### src/lumlb_defs.svh
// Constants for the line unit maintenance loopback block.
`ifndef LUMLB_DEFS_SVH
`define LUMLB_DEFS_SVH

// ****************************************************************
// Register byte offsets
// ****************************************************************
`define LUMLB_DECODE_OFF      12'h000
`define LUMLB_CONFIG_OFF      12'h004
`define LUMLB_STATUS_OFF      12'h008

// ****************************************************************
// Field positions and reset values
// ****************************************************************
`define LUMLB_DECODE_W        8
`define LUMLB_DECODE_RST      8'hb1
`define LUMLB_CFG_VARIANT_BIT 0
`define LUMLB_CONFIG_RST      1'h0
`define LUMLB_ST_MODE_LSB     0
`define LUMLB_ST_LOOP_BIT     2
`define LUMLB_ST_RUN_BIT      3
`define LUMLB_ST_TXCLK_BIT    4
`define LUMLB_ST_RXCLK_BIT    5

// ****************************************************************
// Timing
// ****************************************************************
`define LUMLB_CLK_HZ          40000000
`define LUMLB_RC_HZ           10000
`define LUMLB_RC_HALF_CYC     ((`LUMLB_CLK_HZ) / (2 * `LUMLB_RC_HZ))
`define LUMLB_RC_CNT_W        12

// ****************************************************************
// Synchroniser bit positions
// ****************************************************************
`define LUMLB_SYNC_W          9
`define LUMLB_SY_LOOP         0
`define LUMLB_SY_RUN          1
`define LUMLB_SY_STEP         2
`define LUMLB_SY_MTXCLK       3
`define LUMLB_SY_MRXCLK       4
`define LUMLB_SY_MRXDAT       5
`define LUMLB_SY_ITXCLK       6
`define LUMLB_SY_IRXCLK       7
`define LUMLB_SY_IRXDAT       8

`endif

### src/lumlb_pkg.sv
// Types shared by the line unit maintenance loopback block.
`default_nettype none
package lumlb_pkg;

  // ****************************************************************
  // Operating modes, in the order the decode table codes them
  // ****************************************************************
  typedef enum logic [1:0] {
    LUMLB_NORMAL,
    LUMLB_INT_MAINT,
    LUMLB_SYS_TEST,
    LUMLB_EXT_MAINT
  } lumlb_mode_t;

endpackage : lumlb_pkg
`default_nettype wire

### src/lumlb_sync.sv
// Two-flop synchroniser bank for inputs from outside the clock domain.
`timescale 1ns/1ps
`default_nettype none
module lumlb_sync #(
  parameter int WIDTH = 1
) (
  // Clock and reset.
  input  wire logic             clk_i,
  input  wire logic             rst_b_i,
  // Asynchronous inputs and their synchronised copies.
  input  wire logic [WIDTH-1:0] async_i,
  output logic      [WIDTH-1:0] sync_o
);

  // ****************************************************************
  // One two-flop chain per bit
  // ****************************************************************
  genvar g;
  generate
    for (g = 0; g < WIDTH; g++) begin : g_bit
      logic meta_r;
      logic stable_r;
      // The first flop feeds only the second, so metastability never leaks.
      always_ff @(posedge clk_i or negedge rst_b_i) begin
        if (!rst_b_i) begin
          meta_r   <= 1'b0;
          stable_r <= 1'b0;
        end else begin
          meta_r   <= async_i[g];
          stable_r <= meta_r;
        end
      end
      assign sync_o[g] = stable_r;
    end
  endgenerate

endmodule : lumlb_sync
`default_nettype wire

### src/lumlb_top.sv
// Maintenance mode decode, clock selection and loopback for a synchronous line unit.
//
// Chosen here: the address map and register access over APB.
`timescale 1ns/1ps
`default_nettype none
`include "lumlb_defs.svh"
module lumlb_top
  import lumlb_pkg::*;
(
  // Clock and reset.
  input  wire logic        clk_i,
  input  wire logic        rst_b_i,
  // APB register port.
  input  wire logic        psel_i,
  input  wire logic        penable_i,
  input  wire logic        pwrite_i,
  input  wire logic [11:0] paddr_i,
  input  wire logic [31:0] pwdata_i,
  output logic      [31:0] prdata_o,
  output logic             pready_o,
  output logic             pslverr_o,
  // Mode selects and step clock from the microprocessor.
  input  wire logic        loop_select_i,
  input  wire logic        run_flag_i,
  input  wire logic        step_clock_i,
  // External modem interface pins.
  input  wire logic        modem_tx_clk_i,
  input  wire logic        modem_rx_clk_i,
  input  wire logic        modem_rx_data_i,
  output logic             rts_o,
  output logic             dtr_o,
  output logic             maint_clk_o,
  // Integral modem clocks and data.
  input  wire logic        im_tx_clk_i,
  input  wire logic        im_rx_clk_i,
  input  wire logic        im_rx_data_i,
  // Line unit transmitter and modem control requests.
  input  wire logic        tx_serial_i,
  input  wire logic        rts_req_i,
  input  wire logic        dtr_req_i,
  // Line logic clocks, data and controls.
  output logic             line_tx_clk_o,
  output logic             line_rx_clk_o,
  output logic             rx_data_o,
  output logic             force_transmit_o,
  output logic       [1:0] mode_o
);

  // ****************************************************************
  // Input synchronisation
  // ****************************************************************
  logic [`LUMLB_SYNC_W-1:0] async_in;
  logic [`LUMLB_SYNC_W-1:0] sync_in;

  // Every pin-side input crosses two flops before any decode looks at it.
  assign async_in = {im_rx_data_i, im_rx_clk_i, im_tx_clk_i,
                     modem_rx_data_i, modem_rx_clk_i, modem_tx_clk_i,
                     step_clock_i, run_flag_i, loop_select_i};

  lumlb_sync #(
    .WIDTH (`LUMLB_SYNC_W)
  ) u_sync (
    .clk_i   (clk_i),
    .rst_b_i (rst_b_i),
    .async_i (async_in),
    .sync_o  (sync_in)
  );

  // ****************************************************************
  // APB slave and software registers
  // ****************************************************************
  logic [`LUMLB_DECODE_W-1:0] decode_r;
  logic [`LUMLB_DECODE_W-1:0] decode_nxt;
  logic                       variant_r;
  logic                       variant_nxt;
  logic [31:0]                prdata_r;
  logic [31:0]                prdata_nxt;
  logic                       pready_r;
  logic                       pready_nxt;
  logic                       pslverr_r;
  logic                       pslverr_nxt;
  logic [31:0]                status_word;
  logic                       access_done;
  lumlb_mode_t                mode_r;

  // Status shows the decoded mode, the synced selects and both line clocks.
  always_comb begin
    status_word = 32'h0000_0000;
    status_word[`LUMLB_ST_MODE_LSB +: 2] = mode_r;
    status_word[`LUMLB_ST_LOOP_BIT]      = sync_in[`LUMLB_SY_LOOP];
    status_word[`LUMLB_ST_RUN_BIT]       = sync_in[`LUMLB_SY_RUN];
    status_word[`LUMLB_ST_TXCLK_BIT]     = line_tx_clk_o;
    status_word[`LUMLB_ST_RXCLK_BIT]     = line_rx_clk_o;
  end

  // The answer comes one cycle into the access phase, so pready is a flop.
  assign access_done = psel_i & penable_i & pready_r;

  // Writes take effect at the edge where pready is seen; read data is loaded at the edge that raises pready.
  always_comb begin
    decode_nxt  = decode_r;
    variant_nxt = variant_r;
    prdata_nxt  = prdata_r;
    pslverr_nxt = 1'b0;
    pready_nxt  = psel_i & penable_i & ~pready_r;
    if (psel_i & penable_i & ~pready_r) begin
      prdata_nxt = 32'h0000_0000;
      if (paddr_i == `LUMLB_DECODE_OFF) begin
        prdata_nxt = {24'h00_0000, decode_r};
      end else if (paddr_i == `LUMLB_CONFIG_OFF) begin
        prdata_nxt = {31'h0000_0000, variant_r};
      end else if (paddr_i == `LUMLB_STATUS_OFF) begin
        prdata_nxt = status_word;
      end else begin
        pslverr_nxt = 1'b1;
      end
    end
    if (access_done & pwrite_i & ~pslverr_r) begin
      if (paddr_i == `LUMLB_DECODE_OFF) begin
        decode_nxt = pwdata_i[`LUMLB_DECODE_W-1:0];
      end else if (paddr_i == `LUMLB_CONFIG_OFF) begin
        variant_nxt = pwdata_i[`LUMLB_CFG_VARIANT_BIT];
      end
    end
    if (access_done) begin
      pslverr_nxt = 1'b0;
    end
  end

  // Register stage of the bus slave.
  always_ff @(posedge clk_i or negedge rst_b_i) begin
    if (!rst_b_i) begin
      decode_r  <= `LUMLB_DECODE_RST;
      variant_r <= `LUMLB_CONFIG_RST;
      prdata_r  <= 32'h0000_0000;
      pready_r  <= 1'b0;
      pslverr_r <= 1'b0;
    end else begin
      decode_r  <= decode_nxt;
      variant_r <= variant_nxt;
      prdata_r  <= prdata_nxt;
      pready_r  <= pready_nxt;
      pslverr_r <= pslverr_nxt;
    end
  end

  assign prdata_o  = prdata_r;
  assign pready_o  = pready_r;
  assign pslverr_o = pslverr_r;

  // ****************************************************************
  // Internal RC maintenance clock
  // ****************************************************************
  logic [`LUMLB_RC_CNT_W-1:0] rc_cnt_r;
  logic [`LUMLB_RC_CNT_W-1:0] rc_cnt_nxt;
  logic                       rc_clk_r;
  logic                       rc_clk_nxt;

  // Free-running divider; it runs in every mode so a switch finds it ready.
  always_comb begin
    rc_cnt_nxt = rc_cnt_r + `LUMLB_RC_CNT_W'(1);
    rc_clk_nxt = rc_clk_r;
    if (rc_cnt_r == `LUMLB_RC_CNT_W'(`LUMLB_RC_HALF_CYC - 1)) begin
      rc_cnt_nxt = '0;
      rc_clk_nxt = ~rc_clk_r;
    end
  end

  // Register stage of the divider.
  always_ff @(posedge clk_i or negedge rst_b_i) begin
    if (!rst_b_i) begin
      rc_cnt_r <= '0;
      rc_clk_r <= 1'b0;
    end else begin
      rc_cnt_r <= rc_cnt_nxt;
      rc_clk_r <= rc_clk_nxt;
    end
  end

  // ****************************************************************
  // Mode decode
  // ****************************************************************
  lumlb_mode_t mode_nxt;
  logic [1:0]  sel_idx;
  logic [1:0]  sel_prev_r;
  logic [1:0]  sel_prev_nxt;

  // The two selects index the table; each entry is a two-bit mode code.
  assign sel_idx = {sync_in[`LUMLB_SY_LOOP], sync_in[`LUMLB_SY_RUN]};

  // The selects cross the clock boundary bit by bit and may land a cycle
  // apart, so the mode only follows a pair that held for two samples.
  always_comb begin
    sel_prev_nxt = sel_idx;
    mode_nxt     = mode_r;
    if (sel_idx == sel_prev_r) begin
      mode_nxt = lumlb_mode_t'(decode_r[{sel_idx, 1'b0} +: 2]);
    end
  end

  // Register stage of the decoded mode.
  always_ff @(posedge clk_i or negedge rst_b_i) begin
    if (!rst_b_i) begin
      sel_prev_r <= 2'h0;
      mode_r     <= LUMLB_NORMAL;
    end else begin
      sel_prev_r <= sel_prev_nxt;
      mode_r     <= mode_nxt;
    end
  end

  // ****************************************************************
  // Clock and interface multiplexers
  // ****************************************************************
  logic txclk_nxt;
  logic rxclk_nxt;
  logic rxdat_nxt;
  logic force_nxt;
  logic rts_nxt;
  logic dtr_nxt;
  logic mclk_nxt;
  logic txclk_r;
  logic rxclk_r;
  logic rxdat_r;
  logic force_r;
  logic rts_r;
  logic dtr_r;
  logic mclk_r;
  logic [1:0] mode_out_r;
  logic       ext_tx_clk;
  logic       ext_rx_clk;
  logic       ext_rx_dat;

  // The variant bit picks which line side serves normal and external modes.
  assign ext_tx_clk = variant_r ? sync_in[`LUMLB_SY_ITXCLK] : sync_in[`LUMLB_SY_MTXCLK];
  assign ext_rx_clk = variant_r ? sync_in[`LUMLB_SY_IRXCLK] : sync_in[`LUMLB_SY_MRXCLK];
  assign ext_rx_dat = variant_r ? sync_in[`LUMLB_SY_IRXDAT] : sync_in[`LUMLB_SY_MRXDAT];

  // Clock source and interface conditioning follow the registered mode.
  always_comb begin
    txclk_nxt = ext_tx_clk;
    rxclk_nxt = ext_rx_clk;
    rxdat_nxt = ext_rx_dat;
    force_nxt = 1'b0;
    rts_nxt   = rts_req_i;
    dtr_nxt   = dtr_req_i;
    mclk_nxt  = 1'b0;
    case (mode_r)
      LUMLB_INT_MAINT: begin
        txclk_nxt = sync_in[`LUMLB_SY_STEP];
        rxclk_nxt = sync_in[`LUMLB_SY_STEP];
        force_nxt = 1'b1;
        rxdat_nxt = tx_serial_i;
        rts_nxt   = 1'b0;
        dtr_nxt   = 1'b0;
      end
      LUMLB_SYS_TEST: begin
        txclk_nxt = rc_clk_r;
        rxclk_nxt = rc_clk_r;
        force_nxt = 1'b1;
        rxdat_nxt = tx_serial_i;
        rts_nxt   = 1'b0;
        dtr_nxt   = 1'b0;
      end
      LUMLB_EXT_MAINT: begin
        // With the variant bit clear the fixture turns the maintenance clock into both modem clocks,
        // so the line clocks stay on the pins and only the source changes.
        mclk_nxt = variant_r ? 1'b0 : rc_clk_r;
        if (variant_r) begin
          txclk_nxt = sync_in[`LUMLB_SY_ITXCLK];
          rxclk_nxt = sync_in[`LUMLB_SY_IRXCLK];
        end
      end
      default: begin
        mclk_nxt = 1'b0;
      end
    endcase
  end

  // Output flops; the control pins change only at a clock edge.
  always_ff @(posedge clk_i or negedge rst_b_i) begin
    if (!rst_b_i) begin
      txclk_r    <= 1'b0;
      rxclk_r    <= 1'b0;
      rxdat_r    <= 1'b0;
      force_r    <= 1'b0;
      rts_r      <= 1'b0;
      dtr_r      <= 1'b0;
      mclk_r     <= 1'b0;
      mode_out_r <= 2'h0;
    end else begin
      txclk_r    <= txclk_nxt;
      rxclk_r    <= rxclk_nxt;
      rxdat_r    <= rxdat_nxt;
      force_r    <= force_nxt;
      rts_r      <= rts_nxt;
      dtr_r      <= dtr_nxt;
      mclk_r     <= mclk_nxt;
      mode_out_r <= mode_r;
    end
  end

  // ****************************************************************
  // Output assignments
  // ****************************************************************
  assign line_tx_clk_o    = txclk_r;
  assign line_rx_clk_o    = rxclk_r;
  assign rx_data_o        = rxdat_r;
  assign force_transmit_o = force_r;
  assign rts_o            = rts_r;
  assign dtr_o            = dtr_r;
  assign maint_clk_o      = mclk_r;
  assign mode_o           = mode_out_r;

endmodule : lumlb_top
`default_nettype wire

### config.mk
export PLATFORM = sky130hd
export DESIGN_NAME = lumlb_top
export DESIGN_NICKNAME = d
export VERILOG_FILES = /design/src/lumlb_pkg.sv /design/src/lumlb_sync.sv /design/src/lumlb_top.sv
export VERILOG_INCLUDE_DIRS = /design/src
export SDC_FILE = /design/constraint.sdc
export NUM_CORES = 1
export LEC_CHECK = 0
export BUFFER_PORTS_ARGS = -buffer_cell sky130_fd_sc_hd__clkbuf_2
export CAP_MARGIN = 20
export CORE_ASPECT_RATIO = 1.1
export CORE_MARGIN = 10
export CORE_UTILIZATION = 30
export CTS_CLUSTER_SIZE = 10
export DETAILED_ROUTE_END_ITERATION = 10
export GPL_TIMING_DRIVEN = 0
export HOLD_SLACK_MARGIN = 0.05
export PLACE_DENSITY = 0.56
export RECOVER_POWER = 50
export SKIP_CTS_REPAIR_TIMING = 1
export SLEW_MARGIN = 20
export SYNTH_ARGS = -nofsm -noshare
export SYNTH_HDL_FRONTEND = slang
export SYNTH_SLANG_ARGS = --single-unit
### constraint.sdc
create_clock -name clk_i -period 4.3 [get_ports clk_i]
set_input_delay 0.43 -clock clk_i [delete_from_list [all_inputs] [get_ports clk_i]]
set_output_delay 0.43 -clock clk_i [all_outputs]
set_load 0.005 [all_outputs]
Word level (Yosys, flattened, before mapping):

Index checks and enable logic that the tools add are counted.

* flip-flop bits (word level): 87
* input port bits: 61
* output and inout port bits: 43
* word-level logic and storage cells: 79

* add/sub/neg operators: 1
* equality and inequality tests: 7
* shift-type cells: 1
* multiplexer cells: 22
* bitwise gates (word level): 9
* reduce and logical (&&, ||, !) cells: 4

Operator list (count)
* 1-bit 2-to-1 mux: 16
* 12-bit by 1-bit adder with 12-bit output (second input constant): 1
* 12-bit by 11-bit == test with 1-bit output (second input constant): 1
* 12-bit by 3-bit == test with 1-bit output (second input constant): 1
* 12-bit by 4-bit == test with 1-bit output (second input constant): 1
* 12-bit logical NOT: 1
* 12-bit 2-to-1 mux: 1
* 6-bit 2-to-1 mux: 2
* 8-bit 2-to-1 mux: 1
* 8-bit by 4-bit variable part select with 2-bit output: 1
* 1-bit one-hot mux with 3 select lines: 2
* 1-bit AND: 5
* 2-bit == test (second input constant): 2
* 1-bit NOT: 4
* 3-bit AND reduction: 1
* 2-bit by 1-bit == test with 1-bit output (second input constant): 1
* 2-bit == test: 1
* 2-bit AND reduction: 1
* 2-bit OR reduction: 1

Longest topological paths before layout:

Gate-level depths: netlist of run 1.

* depth in word-level cells: 6
* gate-level depth with buffers: 6
* depth with buffers taken out: 5

Cells and area by module:

From an unflattened synthesis of run 1, not the netlist that was laid out.

* cell total of the unflattened synthesis: 225
* area total of the unflattened synthesis: 2761.4 µm²

By module, submodules not included
* lumlb_top: times used 1, cells each 198, area each 2243.4 µm², sequential area each 1131.1 µm²
* lumlb_sync: times used 1, cells each 27, area each 518.0 µm², sequential area each 450.4 µm²

Worst setup path before layout of run 1:

OpenSTA, ideal clock, no wires.

* path type: input port to flip-flop
* start point: input port paddr_i[3]
* end point: register decode_r[1]
* setup time: 0.125 ns
* data arrival time: 1.483 ns
* data required time: 4.175 ns
* path slack: 2.691 ns
* cell stages on the path: 5
* buffers on the path: 2
* cells stage by stage: buf_6 nor4_4 and4_1 buf_6 mux2_4

* cells in the longest elaborated chain, start to end: 2

RTL lines
* start: declaration: line lumlb_top.sv:17 `input wire logic [11:0] paddr_i,`
* 12-bit logical NOT (no source line)
* 2-bit AND reduction (no source line)
* end signal: assignment: line lumlb_top.sv:133 `` decode_r <= `LUMLB_DECODE_RST; ``
* end signal: assignment: line lumlb_top.sv:139 `decode_r <= decode_nxt;`
* end: declaration: line lumlb_top.sv:72 `` logic [`LUMLB_DECODE_W-1:0] decode_r; ``

No other way between the ends.
A chain may end at the register's enable or synchronous reset.

Worst setup path after layout of run 1:

* start point: register rc_cnt_r[0]
* end point: register rc_cnt_r[8]

* cells in the longest elaborated chain, start to end: 2
* elaborated cells on any way between the ends: 3
* classes of those cells: add/sub: 1; eq/ne: 1; mux: 1

RTL lines
* start: declaration: line lumlb_top.sv:154 `` logic [`LUMLB_RC_CNT_W-1:0] rc_cnt_r; ``
* start signal: assignment: line lumlb_top.sv:175 `rc_cnt_r <= rc_cnt_nxt;`
* 12-bit by 1-bit adder with 12-bit output / 12-bit by 11-bit == test with 1-bit output (equally long branches): line lumlb_top.sv:161, lumlb_top.sv:163
* 12-bit 2-to-1 mux *: line lumlb_top.sv:163 `` if (rc_cnt_r == `LUMLB_RC_CNT_W'(`LUMLB_RC_HALF_CYC - 1)) begin ``
* named net rc_cnt_nxt[8]: line lumlb_top.sv:155 `` logic [`LUMLB_RC_CNT_W-1:0] rc_cnt_nxt; ``

Mark *: on every way through the listed nets, which the timed path passes. The rest lies on a longest branch.

==> flow_summary.yaml, run 1 <==
status:
  run_status: "complete, no violations"
placement:
  pre_cts_ws_ns: 2.51
  placedCellCount: 408
  hpwl_mm: 4.21
  io_buffers: 54
  gp_congestion: 0.795
timing:
  min_period_ns: 1.57
  setup_viol_count_final: 0
  finalHoldViolCount: 0
  slew_violations: 0
  min_period_over_period: 0.365
  rsz0062_at_grt: "false"
  tns_ns: 0
  max_slew_margin: 0.396
  worst_slack_ns: 2.73
  fin_skew_ns: 0.00692
  fmaxAchievable_mhz: 637
  whs_ns: 0.199
  max_slew.worst_pin.slew_ns: 0.906
clock_network:
  clk_latency_ns: 0.34
  cts-root-buf: "clkbuf_8"
  cts_buffer_depth: 2
  cts-buffers-inserted: 9
  h-tree-depth: 3
  clock_sinks: 63
  cts_tree: "built"
  cts.clk_slew.worst_paths_ns: 0.06
worst_setup_path:
  endpoint: "rc_cnt_r[8]"
  slowest_delay_ns: 0.39
  startpoint: "rc_cnt_r[0]"
  critPathCaptureType: "register"
  slowest_stage: "dfrtp_1"
  rr_worst_depth: 6
  reg2reg_to: "rc_cnt_r[8]"
  path_cells: "ha_1, and3_1, and4_1, buf_4, o21ai_1, a22o_1"
  path_max_fanout: 9
  critPathLaunchType: "register"
  cp.arrival_ns: 1.79
  path_class: "reg -> reg"
  cp.required_ns: 4.52
  r2r_setup_slack_ns: 2.73
  cp_top_family: "simple AND/OR/NAND/NOR gates"
  cp_num_cells: 6
  crit_buf_inv: 1
  r2r_start: "rc_cnt_r[0]"
routing:
  routed_wl_mm: 5.50
  viasPerCell: 4.15
  ant_nets: 0
  post-route-drc-count: 0
  firstDrtPassIters: 4
  num_vias: 1764
  drt_iter0_markers: 87
  drt-wirelength-per-cell_um: 12.9
final_layout:
  final_nets: 372
  area_delta_synth_final_pct: 27.0
  insertedDiodeCount: 0
  nFillCells: 889
  final_layout_size_suffix_gt1_frac: 0.363
  utilization: 0.388
  fin_cells: 425
  multiInputGateArea_um2: 958
  final-seq-area_mm2: 0.00158
worst_hold_path:
  hold_path.class: "in -> reg"
power_and_ir_drop:
  power_density_mw_per_mm2: 340
  leakagePower_uw: 0.00171
  irDropWorstVdd_mv: 0.121
synthesis:
  yosys_most_used_dff: "dfrtp_1"
  yosys.area.top_type: "dfrtp_1"
  ys_types: 35
  ys_warn_count: 0
  synth_area_leaders: "dfrtp_1 (55%), buf_4 (7.0%), mux2_4 (5.0%)"
  ys_ff_latch: 63
  avgSynthCellArea_um2: 12.5
  syn_inst: 216
  synthTopCellsByCount: "dfrtp_1 (59), buf_4 (25), nand2_1 (16)"
  synth-edff-count: 0
  synth.most_common_cell: "dfrtp_1"
  synth_seq_area_share: 0.587
  syn-cell-area_mm2: 0.00269
  async_flop_share: 1.00
  synth_top_area_share: 0.548
floorplan:
  die_h_um: 119
  core_area_mm2: 0.00883
  rows: 36
  io_pins: 104
  initial_core_util: 0.305
  die_x_um: 110
  dieArea_mm2: 0.0132
grt:
  grt_pass1_wl_mm: 8.81
  grtUsageTotal: 0.0849
  grt_max_degree: 50
  gr-total-overflow: 0
  grt_pass1_vias: 1840
  antenna_found_initial: 0
flow_run:
  cap_violations: 0
==> layer usage <==
layer | part of all wire | wire (um) | vias to the layer above | global-route usage
met4 | 0.014 | 75 | 0 | 0.0410
li1 | - | - | 871 | -
met5 | 0 | 0 | - | 0
met2 | 0.49 | 2690 | 56 | 0.137
met1 | 0.38 | 2090 | 828 | 0.0897
met3 | 0.12 | 640 | 9 | 0.0415
==> where the power goes <==
| part | switching (uW) | internal (uW) |
|---|---|---|
| registers | 5.76 | 606 |
| clock network | 211 | 269 |
| logic | 35.4 | 37.6 |
==> cell type report <==
| cell class | count | share of cell area |
|---|---|---|
| Buffer | 30 | 0.0647 |
| Clock buffer | 13 | 0.0523 |
| Clock inverter | 3 | 0.00439 |
| Inverter | 5 | 0.00548 |
| Multi-Input combinational cell | 141 | 0.280 |
| Sequential cell | 63 | 0.462 |
| Tap cell | 114 | 0.0417 |
| Timing Repair Buffer | 56 | 0.0892 |
==> cell families after synthesis <==
family / Yosys count / synth area share
compound gates: 23 / 0.0511
simple gates: 59 / 0.115
fa+ha+maj: 5 / 0.0232
buf+inv: 35 / 0.0892
mux: 21 / 0.104
flops: 63 / 0.587
other cells: 1 / 0.00139
xor+xnor: 9 / 0.0293
==> how the worst min path moves through the flow <==
stage / endpoint / slack, ns / startpoint / cells after the start
floorplan: decode_r[1] / 0.13 / rst_b_i / 0
global placement: u_sync.g_bit[5].stable_r / 0.33 / u_sync.g_bit[5].meta_r / 0
detailed placement: u_sync.g_bit[0].stable_r / 0.33 / u_sync.g_bit[0].meta_r / 0
CTS: prdata_o[7] / -0.03 / rst_b_i / 1
global route: u_sync.g_bit[1].meta_r / 0.18 / run_flag_i / 1
finish: u_sync.g_bit[0].meta_r / 0.20 / loop_select_i / 1
==> per-stage QoR <==
stage	cell area, um^2	power [uW]
floorplan	2780	656
global placement	3190	691
detailed placement	3220	696
CTS	3420	1180
global route	3420	1220
finish	3420	1160
==> registers in the layout, indices dropped and copies added, names as in the netlist, 2 cells and up <==
signal,flops
u_sync.g_bit.meta_r,9
prdata_o,8
sel_prev_r,2
mode_r,2
mode_o,2
rc_cnt_r,12
decode_r,8
u_sync.g_bit.stable_r,9
==> cells in the final DEF, fill, tap and decap left out, drive strengths merged <==
cell type	count
and3	2
dfstp	4
a211oi	1
mux2i	10
clkbuf	70
buf	28
xnor2	3
nand2	16
nand4	2
inv	5
a22o	3
o21ai	13
a21oi	2
a22oi	1
nand3	7
conb	24
or2	1
or3	1
xor2	6
nand4b	1
clkinv	3
nor4	3
mux2	9
nor3	5
mux4	2
and4	3
dfrtp	59
dlygate4sd3	1
a31oi	2
ha	5
o41ai	1
nor2	13
nand3b	2
nor2b	3
Note: power is estimated with default switching activity, not from simulation.
==> inputs of run 2 (changes only) <==
clock period = 1.45 ns   (was 4.3 ns; I/O delays follow)
==> flow_summary.yaml, run 2 (synthesis results as in run 1) <==
timing:
  min_period_ns: 1.51
  rsz0062_at_grt: "true"
  slew_violations: 0
  fmaxAchievable_mhz: 662
  max_slew.worst_pin.slew_ns: 0.652
  min_period_over_period: 1.04
  max_slew_margin: 0.565
  finalHoldViolCount: 0
  tns_ns: -0.347
  fin_skew_ns: 0.0100
  setup_viol_count_final: 9
  worst_slack_ns: -0.0611
worst_setup_path:
  path_max_fanout: 8
  critPathLaunchType: "register"
  critPathCaptureType: "register"
  cp.arrival_ns: 1.73
  path_class: "reg -> reg"
  slowest_stage: "dfrtp_1"
  path_cells: "nor4_4, and4_1, buf_6, mux2_4"
  cp.required_ns: 1.67
  slowest_delay_ns: 0.40
final_layout:
  final_layout_size_suffix_gt1_frac: 0.360
  final_nets: 389
  reg_top3: "rc_cnt_r (12), u_sync.g_bit.meta_r (9), u_sync.g_bit.stable_r (9)"
  largest_reg_flops: 12
  utilization: 0.407
  insertedDiodeCount: 0
  top_register: "rc_cnt_r"
  stdcell_area_mm2: 0.00359
  area_delta_synth_final_pct: 33.3
  final_common_cell: "dfrtp_1"
  fin_cells: 442
  final_cell_mix: "dfrtp_1 (59), clkbuf_2 (53), buf_4 (27)"
routing:
  ant_nets: 0
  post-route-drc-count: 0
  drt-wirelength-per-cell_um: 12.3
  routed_wl_mm: 5.44
  viasPerCell: 4.17
  drt_iter0_markers: 92
  num_vias: 1843
  firstDrtPassIters: 6
status:
  violations: "negative setup slack"
  run_status: "finished, violations left"
power_and_ir_drop:
  total_power_uw: 3480
  irDropWorstVdd_mv: 0.330
  leakagePower_uw: 0.00177
  power_density_mw_per_mm2: 969
floorplan:
  die_x_um: 110
  initial_core_util: 0.305
  rows: 36
  dieArea_mm2: 0.0132
  die_h_um: 119
  core_area_mm2: 0.00883
  io_pins: 104
grt:
  grt_max_degree: 56
  antenna_found_initial: 0
  gr-total-overflow: 0
  grt_pass1_wl_mm: 8.65
  grt_pass1_vias: 1786
  grtUsageTotal: 0.0813
clock_network:
  cts_tree: "built"
  clk_latency_ns: 0.33
  cts.clk_slew.worst_paths_ns: 0.07
  h-tree-depth: 3
  cts_buffer_depth: 2
  cts-root-buf: "clkbuf_8"
  cts-buffers-inserted: 9
  clock_sinks: 63
worst_hold_path:
  hold_path.class: "in -> reg"
placement:
  gp_congestion: 0.801
  placedCellCount: 408
  hpwl_mm: 4.04
  io_buffers: 54
  placed_cell_area_mm2: 0.00323
flow_run:
  cap_violations: 0
[run 2: per-layer routing]
layer | GRT usage | routed length (um) | vias up
met4 | 0.0241 | 64 | 0
met1 | 0.0897 | 2140 | 875
met3 | 0.0410 | 581 | 7
met5 | 0 | 0 | -
li1 | - | - | 906
met2 | 0.133 | 2660 | 55
[run 2: report_power, final]
part / switching (uW) / internal [uW] / leakage, uW
Combinational: 109 / 134 / 0.000883
Clock: 615 / 805 / 0.0000987
Sequential: 17.4 / 1800 / 0.000792
Total: 742 / 2740 / 0.00177
[run 2: worst max-delay path, delay by kind of cell, from the launching register on]
family,cells,cell delay (ns)
AND/OR/NAND/NOR,2,0.51
flip-flops,1,0.40
multiplexers,1,0.31
buffers and inverters,1,0.16
[run 2: path summary, 6_finish.rpt]
check	startpoint	end	slack [ns]	cells after the start
min	pwdata_i[5]	decode_r[5]	0.06	2
max	pslverr_o	decode_r[3]	-0.06	4
max reg2reg	pslverr_o	decode_r[3]	-0.06	4
min reg2reg	u_sync.g_bit[5].meta_r	u_sync.g_bit[5].stable_r	0.35	0
max in group asynchronous	rst_b_i	mode_o[0]	0.16	3
min in group asynchronous	rst_b_i	prdata_o[3]	0.27	2
[run 2: layout make-up]
class,count,area [um^2]
Fill cell,890,5240
Sequential cell,63,1580
Multi-Input combinational cell,141,968
Clock inverter,2,12.5
Clock buffer,14,183
Tap cell,114,143
Timing Repair Buffer,74,462
Inverter,5,18.8
Buffer,29,221
[run 2: stage by stage]
stage                     hold slack, ns  setup WS, ns
after floorplan                   -0.151        0.0126
after global placement             0.254        -0.105
after detailed placement          0.0145        -0.116
after CTS                         -0.353        -0.127
after global routing              0.0552        -0.170
final                             0.0568       -0.0611
